<file path="src/verilog/dprsem_pkg.sv">
// constants and types for the dual-port ram semaphore port host
package dprsem_pkg;
  localparam int CLK_PERIOD_NS = 5; // 200 mhz
  // pin timings of the attached part, ns
  localparam int SELECT_ACCESS_TIME_NS = 25;
  localparam int OUTPUT_ACCESS_TIME_NS = 15;
  localparam int OUTPUT_FLOAT_DELAY_NS = 15;
  localparam int WRITE_FLOAT_DELAY_NS = 15;
  localparam int DATA_SETUP_TIME_NS = 15;
  localparam int WRITE_PULSE_MIN_NS = 20;
  localparam int FLAG_UPDATE_PULSE_NS = 10;
  localparam int FLAG_WRITE_READ_TIME_NS = 5;
  localparam int ADDR_HOLD_NS = 2;
  // least times round up to whole cycles
  localparam int SELECT_ACCESS_CYC = (SELECT_ACCESS_TIME_NS + CLK_PERIOD_NS - 1) / CLK_PERIOD_NS;
  localparam int OUTPUT_ACCESS_CYC = (OUTPUT_ACCESS_TIME_NS + CLK_PERIOD_NS - 1) / CLK_PERIOD_NS;
  localparam int OUTPUT_FLOAT_CYC = (OUTPUT_FLOAT_DELAY_NS + CLK_PERIOD_NS - 1) / CLK_PERIOD_NS;
  localparam int WRITE_FLOAT_CYC = (WRITE_FLOAT_DELAY_NS + CLK_PERIOD_NS - 1) / CLK_PERIOD_NS;
  localparam int DATA_SETUP_CYC = (DATA_SETUP_TIME_NS + CLK_PERIOD_NS - 1) / CLK_PERIOD_NS;
  localparam int WRITE_PULSE_CYC = (WRITE_PULSE_MIN_NS + CLK_PERIOD_NS - 1) / CLK_PERIOD_NS;
  localparam int FLAG_UPDATE_CYC = (FLAG_UPDATE_PULSE_NS + CLK_PERIOD_NS - 1) / CLK_PERIOD_NS;
  localparam int FLAG_WR_RD_CYC = (FLAG_WRITE_READ_TIME_NS + CLK_PERIOD_NS - 1) / CLK_PERIOD_NS;
  localparam int ADDR_HOLD_CYC = (ADDR_HOLD_NS + CLK_PERIOD_NS - 1) / CLK_PERIOD_NS;
  // the sampling edge after access, three stages, then the agreement register
  // a shorter count hands back the stale byte that stood before the access
  localparam int SYNC_CYC = 5;
  localparam int ADDR_SETUP_CYC = 1;
  // derived phase lengths
  localparam int READ_CYC = ((SELECT_ACCESS_CYC > OUTPUT_ACCESS_CYC) ? SELECT_ACCESS_CYC : OUTPUT_ACCESS_CYC)
                            + SYNC_CYC;
  localparam int WR_DATA_CYC = (DATA_SETUP_CYC > WRITE_PULSE_CYC - WRITE_FLOAT_CYC) ? DATA_SETUP_CYC
                               : WRITE_PULSE_CYC - WRITE_FLOAT_CYC;
  localparam int SEM_GAP_CYC = (FLAG_UPDATE_CYC > FLAG_WR_RD_CYC) ? FLAG_UPDATE_CYC : FLAG_WR_RD_CYC;
  // counter loads, counter runs down to zero
  localparam logic [3:0] READ_LOAD = 4'(READ_CYC - 1);
  localparam logic [3:0] WR_OPEN_LOAD = 4'(WRITE_FLOAT_CYC - 1);
  localparam logic [3:0] WR_DATA_LOAD = 4'(WR_DATA_CYC - 1);
  localparam logic [3:0] FLOAT_LOAD = 4'(OUTPUT_FLOAT_CYC - 1);
  localparam logic [3:0] GAP_LOAD = 4'(SEM_GAP_CYC - 1);
  localparam logic [3:0] HOLD_LOAD = 4'(ADDR_HOLD_CYC - 1);
  localparam logic [3:0] SETUP_LOAD = 4'(ADDR_SETUP_CYC - 1);
  // field layout and reset values
  localparam int ADDR_W = 12;
  localparam int DATA_W = 8;
  localparam int LATCH_INDEX_W = 3; // eight latches
  localparam logic [2:0] LATCH_LAST = 3'h7;
  localparam logic [11:0] ADDR_RST = 12'h000;
  localparam logic [7:0] DATA_RST = 8'h00;
  localparam logic [7:0] SEM_REQUEST = 8'hfe; // bit 0 low, the rest are ignored
  localparam logic [7:0] SEM_FREE = 8'hff;
  localparam logic [7:0] POLL_LIMIT = 8'h40;
  typedef enum logic [2:0] {
    OP_MEM_READ = 3'h0,
    OP_MEM_WRITE = 3'h1,
    OP_SEM_ACQUIRE = 3'h2,
    OP_SEM_RELEASE = 3'h3,
    OP_SEM_INIT = 3'h4
  } dprsem_op_t;
  typedef enum logic [2:0] {
    ST_IDLE = 3'b000,
    ST_ADDR = 3'b001,
    ST_WR_OPEN = 3'b011,
    ST_WR_DATA = 3'b010,
    ST_WR_END = 3'b110,
    ST_RD_WAIT = 3'b111,
    ST_RD_END = 3'b101,
    ST_GAP = 3'b100
  } dprsem_state_t;
endpackage

</file>
<file path="src/verilog/dprsem_host.sv">
// one-port host that drives the shared ram and its semaphore latches
`timescale 1ns/1ps
module dprsem_host
  import dprsem_pkg::*;
(
  input wire logic clock,
  input wire logic arst_n,
  input wire logic cmd_valid,
  input wire logic [2:0] cmd_op,
  input wire logic [11:0] cmd_addr,
  input wire logic [7:0] cmd_wdata,
  output logic cmd_ready,
  output logic rsp_done,
  output logic [7:0] rsp_data,
  output logic rsp_grant,
  output logic [11:0] ram_addr,
  output logic mem_select_n,
  output logic latch_select_n,
  output logic rw_n,
  output logic out_drive_n,
  output logic [7:0] data_out,
  output logic data_oe_n,
  input wire logic [7:0] data_in
);
  // data pin synchroniser, first stage feeds only the second
  logic [7:0] d_s1_r;
  logic [7:0] d_s2_r;
  logic [7:0] d_s3_r;
  logic [7:0] d_clean_r;
  logic [7:0] d_clean_nxt;
  // sequencer state
  dprsem_state_t state_r, state_nxt;
  dprsem_op_t op_r, op_nxt;
  logic [11:0] addr_r, addr_nxt;
  logic [7:0] wdata_r, wdata_nxt;
  logic [3:0] cnt_r, cnt_nxt;
  logic [7:0] poll_r, poll_nxt;
  logic rd_phase_r, rd_phase_nxt; // readback step of an acquire
  logic ready_r, ready_nxt;
  logic done_r, done_nxt;
  logic [7:0] rdata_r, rdata_nxt;
  logic grant_r, grant_nxt;
  logic msel_n_r, msel_n_nxt;
  logic lsel_n_r, lsel_n_nxt;
  logic rw_n_r, rw_n_nxt;
  logic oe_n_r, oe_n_nxt;
  logic [7:0] dout_r, dout_nxt;
  logic doe_n_r, doe_n_nxt;
  logic use_sem;
  logic wait_done;

  // a change counts once the last two stages agree
  always_comb begin
    d_clean_nxt = (d_s2_r == d_s3_r) ? d_s3_r : d_clean_r;
  end

  always_ff @(posedge clock or negedge arst_n) begin
    if (!arst_n) begin
      d_s1_r <= DATA_RST;
      d_s2_r <= DATA_RST;
      d_s3_r <= DATA_RST;
      d_clean_r <= DATA_RST;
    end else begin
      d_s1_r <= data_in;
      d_s2_r <= d_s1_r;
      d_s3_r <= d_s2_r;
      d_clean_r <= d_clean_nxt;
    end
  end

  // anything but a plain memory access goes to the latches
  assign use_sem = (op_r != OP_MEM_READ) && (op_r != OP_MEM_WRITE);
  assign wait_done = (cnt_r == 4'h0);

  // next-state and pin logic
  always_comb begin
    state_nxt = state_r;
    op_nxt = op_r;
    addr_nxt = addr_r;
    wdata_nxt = wdata_r;
    cnt_nxt = wait_done ? cnt_r : cnt_r - 4'h1;
    poll_nxt = poll_r;
    rd_phase_nxt = rd_phase_r;
    ready_nxt = ready_r;
    done_nxt = 1'b0;
    rdata_nxt = rdata_r;
    grant_nxt = grant_r;
    msel_n_nxt = msel_n_r;
    lsel_n_nxt = lsel_n_r;
    rw_n_nxt = rw_n_r;
    oe_n_nxt = oe_n_r;
    dout_nxt = dout_r;
    doe_n_nxt = doe_n_r;
    case (state_r)
      ST_IDLE: begin
        // both selects high here, the part sits powered down
        if (cmd_valid) begin
          // callers guard shared words with a latch first
          op_nxt = dprsem_op_t'(cmd_op);
          addr_nxt = cmd_addr;
          poll_nxt = 8'h00;
          rd_phase_nxt = 1'b0;
          ready_nxt = 1'b0;
          cnt_nxt = SETUP_LOAD;
          state_nxt = ST_ADDR;
          case (cmd_op)
            OP_MEM_READ: wdata_nxt = cmd_wdata;
            OP_MEM_WRITE: wdata_nxt = cmd_wdata;
            OP_SEM_ACQUIRE: wdata_nxt = SEM_REQUEST;
            OP_SEM_RELEASE: wdata_nxt = SEM_FREE;
            OP_SEM_INIT: begin
              // free every latch, from index zero upward
              wdata_nxt = SEM_FREE;
              addr_nxt = ADDR_RST;
            end
            default: begin
              // unknown op finishes at once with no pin activity
              ready_nxt = 1'b1;
              done_nxt = 1'b1;
              state_nxt = ST_IDLE;
            end
          endcase
        end
      end
      ST_ADDR: begin
        // address settles with rw high before any strobe
        if (wait_done) begin
          if (use_sem) begin
            lsel_n_nxt = 1'b0;
          end else begin
            msel_n_nxt = 1'b0;
          end
          if (op_r == OP_MEM_READ || rd_phase_r) begin
            oe_n_nxt = 1'b0;
            cnt_nxt = READ_LOAD;
            state_nxt = ST_RD_WAIT;
          end else begin
            rw_n_nxt = 1'b0;
            cnt_nxt = WR_OPEN_LOAD;
            state_nxt = ST_WR_OPEN;
          end
        end
      end
      ST_WR_OPEN: begin
        // wait for the part to let go of the data pins
        if (wait_done) begin
          doe_n_nxt = 1'b0;
          // latch writes carry only bit zero, the rest are don't-care ones
          dout_nxt = use_sem ? {7'h7f, wdata_r[0]} : wdata_r;
          cnt_nxt = WR_DATA_LOAD;
          state_nxt = ST_WR_DATA;
        end
      end
      ST_WR_DATA: begin
        // float plus setup exceeds the least pulse, so one timing serves both
        if (wait_done) begin
          rw_n_nxt = 1'b1;
          msel_n_nxt = 1'b1;
          lsel_n_nxt = 1'b1;
          cnt_nxt = HOLD_LOAD;
          state_nxt = ST_WR_END;
        end
      end
      ST_WR_END: begin
        // data and address held past the rising strobe
        if (wait_done) begin
          doe_n_nxt = 1'b1;
          if (op_r == OP_SEM_ACQUIRE) begin
            cnt_nxt = GAP_LOAD;
            state_nxt = ST_GAP;
          end else if (op_r == OP_SEM_INIT && addr_r[2:0] != LATCH_LAST) begin
            addr_nxt = {9'h000, 3'(addr_r[2:0] + 3'h1)};
            cnt_nxt = SETUP_LOAD;
            state_nxt = ST_ADDR;
          end else begin
            ready_nxt = 1'b1;
            done_nxt = 1'b1;
            grant_nxt = 1'b0;
            state_nxt = ST_IDLE;
          end
        end
      end
      ST_GAP: begin
        // latch select stays high long enough for the flag to update
        if (wait_done) begin
          rd_phase_nxt = 1'b1;
          cnt_nxt = SETUP_LOAD;
          state_nxt = ST_ADDR;
        end
      end
      ST_RD_WAIT: begin
        // access time plus synchroniser latency
        if (wait_done) begin
          rdata_nxt = d_clean_r;
          msel_n_nxt = 1'b1;
          lsel_n_nxt = 1'b1;
          oe_n_nxt = 1'b1;
          cnt_nxt = FLOAT_LOAD;
          state_nxt = ST_RD_END;
        end
      end
      ST_RD_END: begin
        // no drive until the part has floated its outputs
        if (wait_done) begin
          if (op_r == OP_SEM_ACQUIRE) begin
            if (!rdata_r[0]) begin
              // zero means this port now owns the latch
              grant_nxt = 1'b1;
              ready_nxt = 1'b1;
              done_nxt = 1'b1;
              state_nxt = ST_IDLE;
            end else if (poll_r == POLL_LIMIT) begin
              // give up and cancel the pending request
              op_nxt = OP_SEM_RELEASE;
              wdata_nxt = SEM_FREE;
              rd_phase_nxt = 1'b0;
              cnt_nxt = SETUP_LOAD;
              state_nxt = ST_ADDR;
            end else begin
              // denied, request stays pending while we poll
              poll_nxt = poll_r + 8'h01;
              cnt_nxt = SETUP_LOAD;
              state_nxt = ST_ADDR;
            end
          end else begin
            grant_nxt = 1'b0;
            ready_nxt = 1'b1;
            done_nxt = 1'b1;
            state_nxt = ST_IDLE;
          end
        end
      end
      default: begin
        state_nxt = ST_IDLE;
        ready_nxt = 1'b1;
        msel_n_nxt = 1'b1;
        lsel_n_nxt = 1'b1;
        rw_n_nxt = 1'b1;
        oe_n_nxt = 1'b1;
        doe_n_nxt = 1'b1;
      end
    endcase
  end

  // sequencer registers, pins park idle
  always_ff @(posedge clock or negedge arst_n) begin
    if (!arst_n) begin
      state_r <= ST_IDLE;
      op_r <= OP_MEM_READ;
      addr_r <= ADDR_RST;
      wdata_r <= DATA_RST;
      cnt_r <= 4'h0;
      poll_r <= 8'h00;
      rd_phase_r <= 1'b0;
      ready_r <= 1'b1;
      done_r <= 1'b0;
      rdata_r <= DATA_RST;
      grant_r <= 1'b0;
      msel_n_r <= 1'b1;
      lsel_n_r <= 1'b1;
      rw_n_r <= 1'b1;
      oe_n_r <= 1'b1;
      dout_r <= DATA_RST;
      doe_n_r <= 1'b1;
    end else begin
      state_r <= state_nxt;
      op_r <= op_nxt;
      addr_r <= addr_nxt;
      wdata_r <= wdata_nxt;
      cnt_r <= cnt_nxt;
      poll_r <= poll_nxt;
      rd_phase_r <= rd_phase_nxt;
      ready_r <= ready_nxt;
      done_r <= done_nxt;
      rdata_r <= rdata_nxt;
      grant_r <= grant_nxt;
      msel_n_r <= msel_n_nxt;
      lsel_n_r <= lsel_n_nxt;
      rw_n_r <= rw_n_nxt;
      oe_n_r <= oe_n_nxt;
      dout_r <= dout_nxt;
      doe_n_r <= doe_n_nxt;
    end
  end

  assign cmd_ready = ready_r;
  assign rsp_done = done_r;
  assign rsp_data = rdata_r;
  assign rsp_grant = grant_r;
  assign ram_addr = addr_r;
  assign mem_select_n = msel_n_r;
  assign latch_select_n = lsel_n_r;
  assign rw_n = rw_n_r;
  assign out_drive_n = oe_n_r;
  assign data_out = dout_r;
  assign data_oe_n = doe_n_r;

  // pin protocol checks
  property p_wr_start;
    @(posedge clock) disable iff (!arst_n) $fell(rw_n_r) |-> (!msel_n_r || !lsel_n_r);
  endproperty
  a_wr_start: assert property (p_wr_start) else $error("write began without a select low");
  property p_addr_rw;
    @(posedge clock) disable iff (!arst_n) $changed(addr_r) |-> rw_n_r && $past(rw_n_r);
  endproperty
  a_addr_rw: assert property (p_addr_rw) else $error("address moved with rw low");
  property p_no_fight;
    @(posedge clock) disable iff (!arst_n) !doe_n_r |-> oe_n_r;
  endproperty
  a_no_fight: assert property (p_no_fight) else $error("data driven with output drive low");
  property p_float_first;
    @(posedge clock) disable iff (!arst_n) $fell(doe_n_r) |-> !$past(rw_n_r, 3);
  endproperty
  a_float_first: assert property (p_float_first) else $error("data driven before the float delay");
  property p_pulse;
    @(posedge clock) disable iff (!arst_n) $rose(rw_n_r) |-> !$past(rw_n_r, 6) && !$past(doe_n_r, 3);
  endproperty
  a_pulse: assert property (p_pulse) else $error("write pulse or data setup too short");
  property p_hold;
    @(posedge clock) disable iff (!arst_n) $rose(rw_n_r) |-> !doe_n_r;
  endproperty
  a_hold: assert property (p_hold) else $error("data not held past write end");
  property p_one_select;
    @(posedge clock) disable iff (!arst_n) !(!msel_n_r && !lsel_n_r);
  endproperty
  a_one_select: assert property (p_one_select) else $error("both selects low");
  property p_read;
    @(posedge clock) disable iff (!arst_n) !oe_n_r |-> rw_n_r && (!msel_n_r || !lsel_n_r);
  endproperty
  a_read: assert property (p_read) else $error("output drive without a read select");
  property p_sem_gap;
    // init rewrites the next latch at once, so only a read must keep away
    @(posedge clock) disable iff (!arst_n) $rose(lsel_n_r) && !$past(rw_n_r) |-> oe_n_r [*3];
  endproperty
  a_sem_gap: assert property (p_sem_gap) else $error("latch reread too soon after write");
  property p_bit0;
    @(posedge clock) disable iff (!arst_n) !doe_n_r && !lsel_n_r |-> dout_r[7:1] == 7'h7f;
  endproperty
  a_bit0: assert property (p_bit0) else $error("latch write upper lines not parked");
  property p_idle_down;
    @(posedge clock) disable iff (!arst_n) ready_r |-> msel_n_r && lsel_n_r && doe_n_r;
  endproperty
  a_idle_down: assert property (p_idle_down) else $error("selects or drive active while idle");
endmodule

</file>
<file path="config.mk">
export PLATFORM = sky130hd
export DESIGN_NAME = dprsem_host
export DESIGN_NICKNAME = d
export VERILOG_FILES = /design/src/verilog/dprsem_pkg.sv /design/src/verilog/dprsem_host.sv
export SDC_FILE = /design/constraint.sdc
export NUM_CORES = 1
export LEC_CHECK = 0
export ABC_AREA = 1
export ABC_CLOCK_PERIOD_IN_PS = 3200
export BUFFER_PORTS_ARGS = -buffer_cell sky130_fd_sc_hd__buf_2
export CORE_MARGIN = 2
export CORE_UTILIZATION = 58
export DETAILED_ROUTE_END_ITERATION = 7
export PLACE_DENSITY = 0.83
export SKIP_LAST_GASP = 1
export SLEW_MARGIN = 10
export SYNTH_ARGS = -nofsm -noshare
export SYNTH_HDL_FRONTEND = slang
export SYNTH_SLANG_ARGS = --single-unit
</file>
<file path="constraint.sdc">
create_clock -name clock -period 3.2 [get_ports clock]
set_input_delay 0.32 -clock clock [delete_from_list [all_inputs] [get_ports clock]]
set_output_delay 0.32 -clock clock [all_outputs]
set_load 0.05 [all_outputs]
</file>
==> results of run 1 <==
worst min path at each step:
stage	from	end	slack, ns	cells after the start
after global routing	data_in[4]	d_s1_r[4]$_DFF_PN0_	0.05	1
after floorplan	arst_n	cnt_r[0]$_DFF_PN0_	0.02	0
after global placement	d_s1_r[3]$_DFF_PN0_	d_s2_r[3]$_DFF_PN0_	0.33	0
after detailed placement	d_s1_r[7]$_DFF_PN0_	d_s2_r[7]$_DFF_PN0_	0.34	0
final	data_in[5]	d_s1_r[5]$_DFF_PN0_	0.07	1
after CTS	data_in[5]	d_s1_r[5]$_DFF_PN0_	0.05	1
per-stage QoR:
stage	setup slack (ns)	hold WS (ns)	utilization, %	instance area, sq um	power [mW]
floorplan	1.369	0.02441	-	4239	3.352
global placement	1.143	0.3326	65.56	4705	3.789
detailed placement	1.072	0.3362	65.56	4705	3.846
CTS	1.037	0.05309	68.14	4890	4.605
global route	0.7460	0.04630	68.14	4890	4.944
finish	1.010	0.06854	68.14	4890	4.587
synthesized netlist by cell type (3+ instances only):
master    number
nor2_1        27
nand3_1       56
xnor2_1        6
a21oi_1        7
inv_1         31
dfstp_2        6
o21ai_1        7
dfrtp_1       89
inv_2          9
o211ai_1       3
ha_1           6
o21ai_0       20
nand2_1      186
nor3_2         3
mux2_2         7
xor2_1         8
buf_2          5
nand4_1        3
power by group through the flow:
stage | clock network (mW) | registers, mW | logic [mW]
after floorplan | 0 | 2.30 | 1.06
after global placement | 0 | 1.76 | 2.03
after detailed placement | 0 | 1.77 | 2.08
after CTS | 0.768 | 1.75 | 2.09
after global routing | 0.820 | 1.80 | 2.33
final | 0.749 | 1.75 | 2.08
cells by family after synthesis:
family          count (synthesis)  synth area share, %
compound gates                 40                5.195
flops                          95                56.26
fa+ha+maj                       6                1.771
mux                             8                2.125
buf+inv                        46                4.221
xor+xnor                       14                2.893
simple gates                  280                27.54
per-layer routing:
layer	vias up	GRT usage, %	routed length, um
li1	1721	-	-
met2	116	37.44	4417
met1	1689	31.70	3894
met3	21	5.448	418
met4	0	6.784	184
met5	-	0	0
flip-flops by register name, summed over array words and instances, names as in the netlist, 8 cells and up:
signal     flops
d_clean_r      8
d_s1_r         8
d_s2_r         8
d_s3_r         8
data_out       8
poll_r         8
ram_addr      12
rsp_data       8
wdata_r        8
final cells by class:
class / count / area (sq um) / share of cell area [%]
clock buffers: 13 / 138.9 / 2.840
clock inverters: 3 / 46.29 / 0.9468
repair buffers: 72 / 370.4 / 7.574
inverters: 40 / 150.1 / 3.071
flip-flops and latches: 95 / 2385 / 48.77
multi-input cells: 348 / 1675 / 34.26
well taps: 99 / 123.9 / 2.533
worst max-delay path: cells and delay by family, from the launching register on:
family,cells,cell delay (ns)
buf+inv,2,0.39
flops,1,0.43
simple gates,5,1.04
compound gates,1,0.22
==> results.tsv, run 1 <==
stage	metric	value	unit
outcome	status	finished clean	
final_layout	layout.cells.non_filler	670	
final_layout	n_fill_cell	562	
sta	max_slew_margin	38.79	%
drt	routed_wirelength	8915	um
final_layout	syn2layout_area_growth	15.35	%
clock_network	cts_setup_buffers	0	
final_layout	drive_gt1_share	19.96	%
worst_setup_path	slowest_delay	0.43	ns
power_and_ir_drop	power.internal	2.456	mW
place	dp_hpwl	6555	um
drt	vias	3547	
synth	synthDistinctLibCells	28	
worst_setup_path	cpMostUsedCell	nand2_1	
synth	ys_warn_count	0	
run	cap_violations	0	
floorplan	design.core.area	0.007176	sq mm
floorplan	dieHeight	89.49	um
synth	syn_area	0.004239	sq mm
drt	drtIter0Drc	254	
clock_network	clk_pin_slew	0.09	ns
worst_setup_path	critical_path.startpoint	state_r[0]$_DFFE_PN0P_	
global_routing	grt_antenna_before_repair	0	
power_and_ir_drop	p_comb_share	45.4	%
sta	rsz0062_at_grt	false	
global_routing	grt-ovfl-total	0	
synth	synthTopCellsByArea	dfrtp_1 (53%), nand2_1 (16%), nand3_1 (6.6%), dfstp_2 (3.7%), inv_1 (2.7%)	
worst_setup_path	critical_path_arrival	2.44	ns
drt	viasPerCell	5.294	
synth	synth_cells	489	
clock_network	cts_buffers	9	
clock_network	cts.sinks	95	
power_and_ir_drop	clkPwrFrac	16.3	%
synth	synth_seq_area_share	56.26	%
synth	synth_seq_cells	95	
sta	hold_viol	0	
sta	worst_pin_slew	0.9181	ns
final_layout	num_antenna_cells	0	
clock_network	cts_tree	done	
power_and_ir_drop	leakagePower	2.664	nW
drt	ant_nets	0	
sta	setup_viol	0	
worst_setup_path	r2r-start	state_r[0]$_DFFE_PN0P_	
floorplan	initial_core_util	59.08	%
synth	synth-main-ff-cell	dfrtp_1	
sta	tns	0	ns
worst_setup_path	path_max_fanout	13	
floorplan	die_w	89.49	um
worst_setup_path	slowest_stage	dfrtp_1	
worst_setup_path	r2r_slack	1.01	ns
global_routing	grt_max_degree	77	
final_layout	final_common_cell	nand2_1	
worst_setup_path	cp_data_required_time	3.45	ns
worst_setup_path	endpoint	ram_addr[0]$_DFFE_PN0P_	
sta	fin_skew	0.008835	ns
worst_setup_path	crit_chain	inv_1 > nand3_1 > inv_2 > nand3_1 > o21ai_2 > nand2_1 > nand2_1 > nand2_1	
global_routing	grt_pass1_wl	14260	um
synth	synth_fp_nets	529	
place	dp_cells	654	
power_and_ir_drop	sw_frac_of_total	46.46	%
worst_setup_path	worstSetupPathType	reg2reg	
floorplan	rows	31	
synth	synth_top_area_cell	dfrtp_1	
global_routing	grt_usage	23.23	%
drt	routedWlPerCell	13.31	um
global_routing	grt_pass1_vias	3133	
clock_network	cts.repair.resized	0	
clock_network	htreeDepth	3	
clock_network	cts_root_buf	clkbuf_8	
place	place_congestion	0.9183	
floorplan	die-area	0.008008	sq mm
sta	period_minus_slack	2.190	ns
synth	syn_avg_cell_area	8.669	sq um
floorplan	io_pins	70	
worst_setup_path	rr_worst_depth	8	
drt	drcViolationCount	0	
power_and_ir_drop	powerDensity	938.1	mW/mm^2
final_layout	layout_common_cells	nand2_1 (186), dfrtp_1 (89), buf_2 (68), nand3_1 (56), inv_1 (31)	
sta	report.final.slew_viol_count	0	
clock_network	clock_path_buffers	2	
final_layout	layout.nets	606	
clock_network	ctsHoldBuffers	0	
drt	firstDrtPassIters	5	
power_and_ir_drop	p_seq_share	38.2	%
sta	post-route-period-util	68.43	%
clock_network	worstSkewPairLatency	0.35	ns
hold_path	hold_class	in2reg	
synth	synth_edf_count	0	
sta	clock.fmax	456.6	MHz
synth	async_flop_share	100.0	%
power_and_ir_drop	switching_power	2.131	mW
synth	synth_top_cell_area_share	52.54	%
place	port_buffers	69	
worst_setup_path	worst_r2r_endpoint	ram_addr[0]$_DFFE_PN0P_	
power_and_ir_drop	vdd_drop_max	0.3956	mV
worst_setup_path	critPathCaptureType	flop	
worst_setup_path	start_kind	flop	
No activity file was read; power rests on OpenSTA's default activity.
==> run 2, diff against run 1 <==
--- a/config.mk
+++ b/config.mk
@@ -6,12 +6,12 @@
 export NUM_CORES = 1
 export LEC_CHECK = 0
 export ABC_AREA = 1
-export ABC_CLOCK_PERIOD_IN_PS = 3200
+export ABC_CLOCK_PERIOD_IN_PS = 2300
 export BUFFER_PORTS_ARGS = -buffer_cell sky130_fd_sc_hd__buf_2
 export CORE_MARGIN = 2
-export CORE_UTILIZATION = 58
+export CORE_UTILIZATION = 56
 export DETAILED_ROUTE_END_ITERATION = 7
-export PLACE_DENSITY = 0.83
+export PLACE_DENSITY = 0.8
 export SKIP_LAST_GASP = 1
 export SLEW_MARGIN = 10
 export SYNTH_ARGS = -nofsm -noshare
==> constraint.sdc (replaced) <==
create_clock -name clock -period 2.3 [get_ports clock]
set_input_delay 0.23 -clock clock [delete_from_list [all_inputs] [get_ports clock]]
set_output_delay 0.23 -clock clock [all_outputs]
set_load 0.05 [all_outputs]
==> run 2 against run 1 <==
  * Critical path depth increased by 2
  * Clock-buffer cell count decreased by 4
  * Design area increased by 2.8%
  * Sequential share of layout area decreased by 1.3 points
  * Wire length about the same
  * Largest power group unchanged
  * Fmax increased by 6.9%
  * Setup slack got worse by 0.76 ns
  * Largest cell class unchanged
==> results.tsv, run 2 (synthesis results as in run 1) <==
stage	metric	value	unit	change
floorplan	die_w	91.01	um	+1.7%
clock_network	worstSkewPairLatency	0.38	ns	+0.03 ns
final_layout	num_antenna_cells	0		unchanged
place	dp_hpwl	6609	um	+0.83%
drt	routedWlPerCell	13.06	um	-1.8%
place	dp_slack	0.2761	ns	-0.7961 ns
worst_setup_path	r2r-start	cnt_r[0]$_DFF_PN0_		
final_layout	drive_gt1_share	20.89	%	+0.93 points
global_routing	grt_usage	23.27	%	+0.046 points
sta	worst_pin_slew	0.5991	ns	-0.3190 ns
final_layout	largest_reg_flops	12		unchanged
final_layout	final_common_cell	nand2_1		
drt	firstDrtPassIters	6		+1
floorplan	initial_core_util	58.13	%	-0.94 points
sta	tns	0	ns	unchanged
final_layout	syn2layout_area_growth	18.54	%	
clock_network	ctsHoldBuffers	9		+9
final_layout	finalInstanceArea	0.005025	sq mm	+2.8%
floorplan	dieHeight	91.01	um	+1.7%
drt	vias	3524		-0.65%
worst_setup_path	worstSetupPathType	reg2reg		
sta	whs	0.07544	ns	+0.006900 ns
hold_path	hold_path_startpoint	cmd_addr[11]		
clock_network	cts_root_buf	clkbuf_8		
final_layout	layout_common_cells	nand2_1 (186), dfrtp_1 (89), buf_2 (68), nand3_1 (56), inv_1 (31)		
outcome	status	finished clean		
sta	setup_viol	0		unchanged
floorplan	die-area	0.008282	sq mm	+3.4%
sta	setup_slack	0.2521	ns	-0.7581 ns
power_and_ir_drop	finalPower	6.449	mW	+41%
drt	ant_nets	0		unchanged
drt	drtIter0Drc	212		-17%
hold_path	hold_class	in2reg		
floorplan	design.core.area	0.007292	sq mm	+1.6%
sta	report.final.slew_viol_count	0		unchanged
global_routing	grt_antenna_before_repair	0		unchanged
worst_setup_path	start_kind	flop		
floorplan	io_pins	70		unchanged
worst_setup_path	critPathCaptureType	flop		
sta	period_minus_slack	2.048	ns	-0.1419 ns
clock_network	cts_tree	done		
global_routing	grt-ovfl-total	0		unchanged
drt	viasPerCell	5.160		-2.5%
run	cap_violations	0		unchanged
clock_network	clk_pin_slew	0.10	ns	about the same
worst_setup_path	critical_path.startpoint	cnt_r[0]$_DFF_PN0_		
place	place_congestion	0.8823		-3.9%
sta	clock.fmax	488.3	MHz	+6.9%
sta	hold_viol	0		unchanged
power_and_ir_drop	leakagePower	2.728	nW	+2.4%
sta	fin_skew	0.01301	ns	+0.004171 ns
global_routing	grt_pass1_vias	3387		+8.1%
clock_network	cts_setup_buffers	0		unchanged
worst_setup_path	critical_path_arrival	2.36	ns	-0.08 ns
sta	rsz0062_at_grt	false		
worst_setup_path	path_max_fanout	11		-2
power_and_ir_drop	powerDensity	1283	mW/mm^2	+37%
floorplan	rows	31		unchanged
drt	drcViolationCount	0		unchanged
drt	routed_wirelength	8920	um	about the same
clock_network	clock_path_buffers	2		unchanged
sta	max_slew_margin	60.06	%	+21 points
global_routing	grt_max_degree	49		-36%
clock_network	htreeDepth	3		unchanged
place	dpl_cell_area	0.004747	sq mm	+0.90%
worst_setup_path	cp_data_required_time	2.61	ns	-0.84 ns
final_layout	layout.nets	619		+2.1%
clock_network	cts.repair.resized	0		unchanged
global_routing	grt_pass1_wl	15480	um	+8.6%
clock_network	cts_buffers	9		unchanged
power_and_ir_drop	vdd_drop_max	0.5547	mV	+40%
place	port_buffers	69		unchanged
sta	post-route-period-util	89.04	%	+21 points
clock_network	cts.sinks	95		unchanged
## run 2: final timing paths
kind / endpoint / slack [ns] / depth (start not counted)
max: poll_r[3]$_DFFE_PN0P_ / 0.25 / 10
max reg2reg: poll_r[3]$_DFFE_PN0P_ / 0.25 / 10
min in group asynchronous: d_clean_r[1]$_DFFE_PN0N_ / 0.41 / 2
min: ram_addr[11]$_DFFE_PN0P_ / 0.08 / 3
max in group asynchronous: poll_r[6]$_DFFE_PN0P_ / 1.22 / 3
min reg2reg: d_s2_r[0]$_DFF_PN0_ / 0.36 / 0
## run 2: per-layer routing
metal / up-vias / GRT usage, % / wire length (um)
li1: 1741 / - / -
met1: 1692 / 30.83 / 3916
met2: 78 / 38.46 / 4538
met3: 13 / 4.149 / 343
met4: 0 / 8.965 / 121
met5: - / 0 / 0
## run 2: final cells by class
cell class / count / area [sq um]
Inverter: 40 / 150.1
Tap cell: 99 / 123.9
Multi-Input combinational cell: 348 / 1675
Fill cell: 623 / 2267
Clock buffer: 9 / 123.9
Timing Repair Buffer: 85 / 503.0
Clock inverter: 7 / 63.81
Sequential cell: 95 / 2385
## run 2: through the flow
step,util [%],instances
2_1_floorplan,-,489
3_3_place_gp,65.10,658
3_5_place_dp,65.10,658
4_1_cts,68.91,683
5_1_grt,68.91,683
6_report,68.91,683
## run 2: where the power goes
| group | switching (mW) | internal, mW |
|---|---|---|
| clock network | 0.639 | 0.417 |
| registers | 0.278 | 2.15 |
| logic | 2.17 | 0.791 |
## run 2: worst max-delay path, cell delays in order, from the launching register on
cell and delay (ns):
dfrtp_1 0.38, inv_1 0.10, ha_1 0.21, nand3_1 0.28, nand2_1 0.17, nand2_1 0.13
nor2_4 0.17, nand2_1 0.26, inv_2 0.18, nand2_1 0.06, nand2_1 0.06
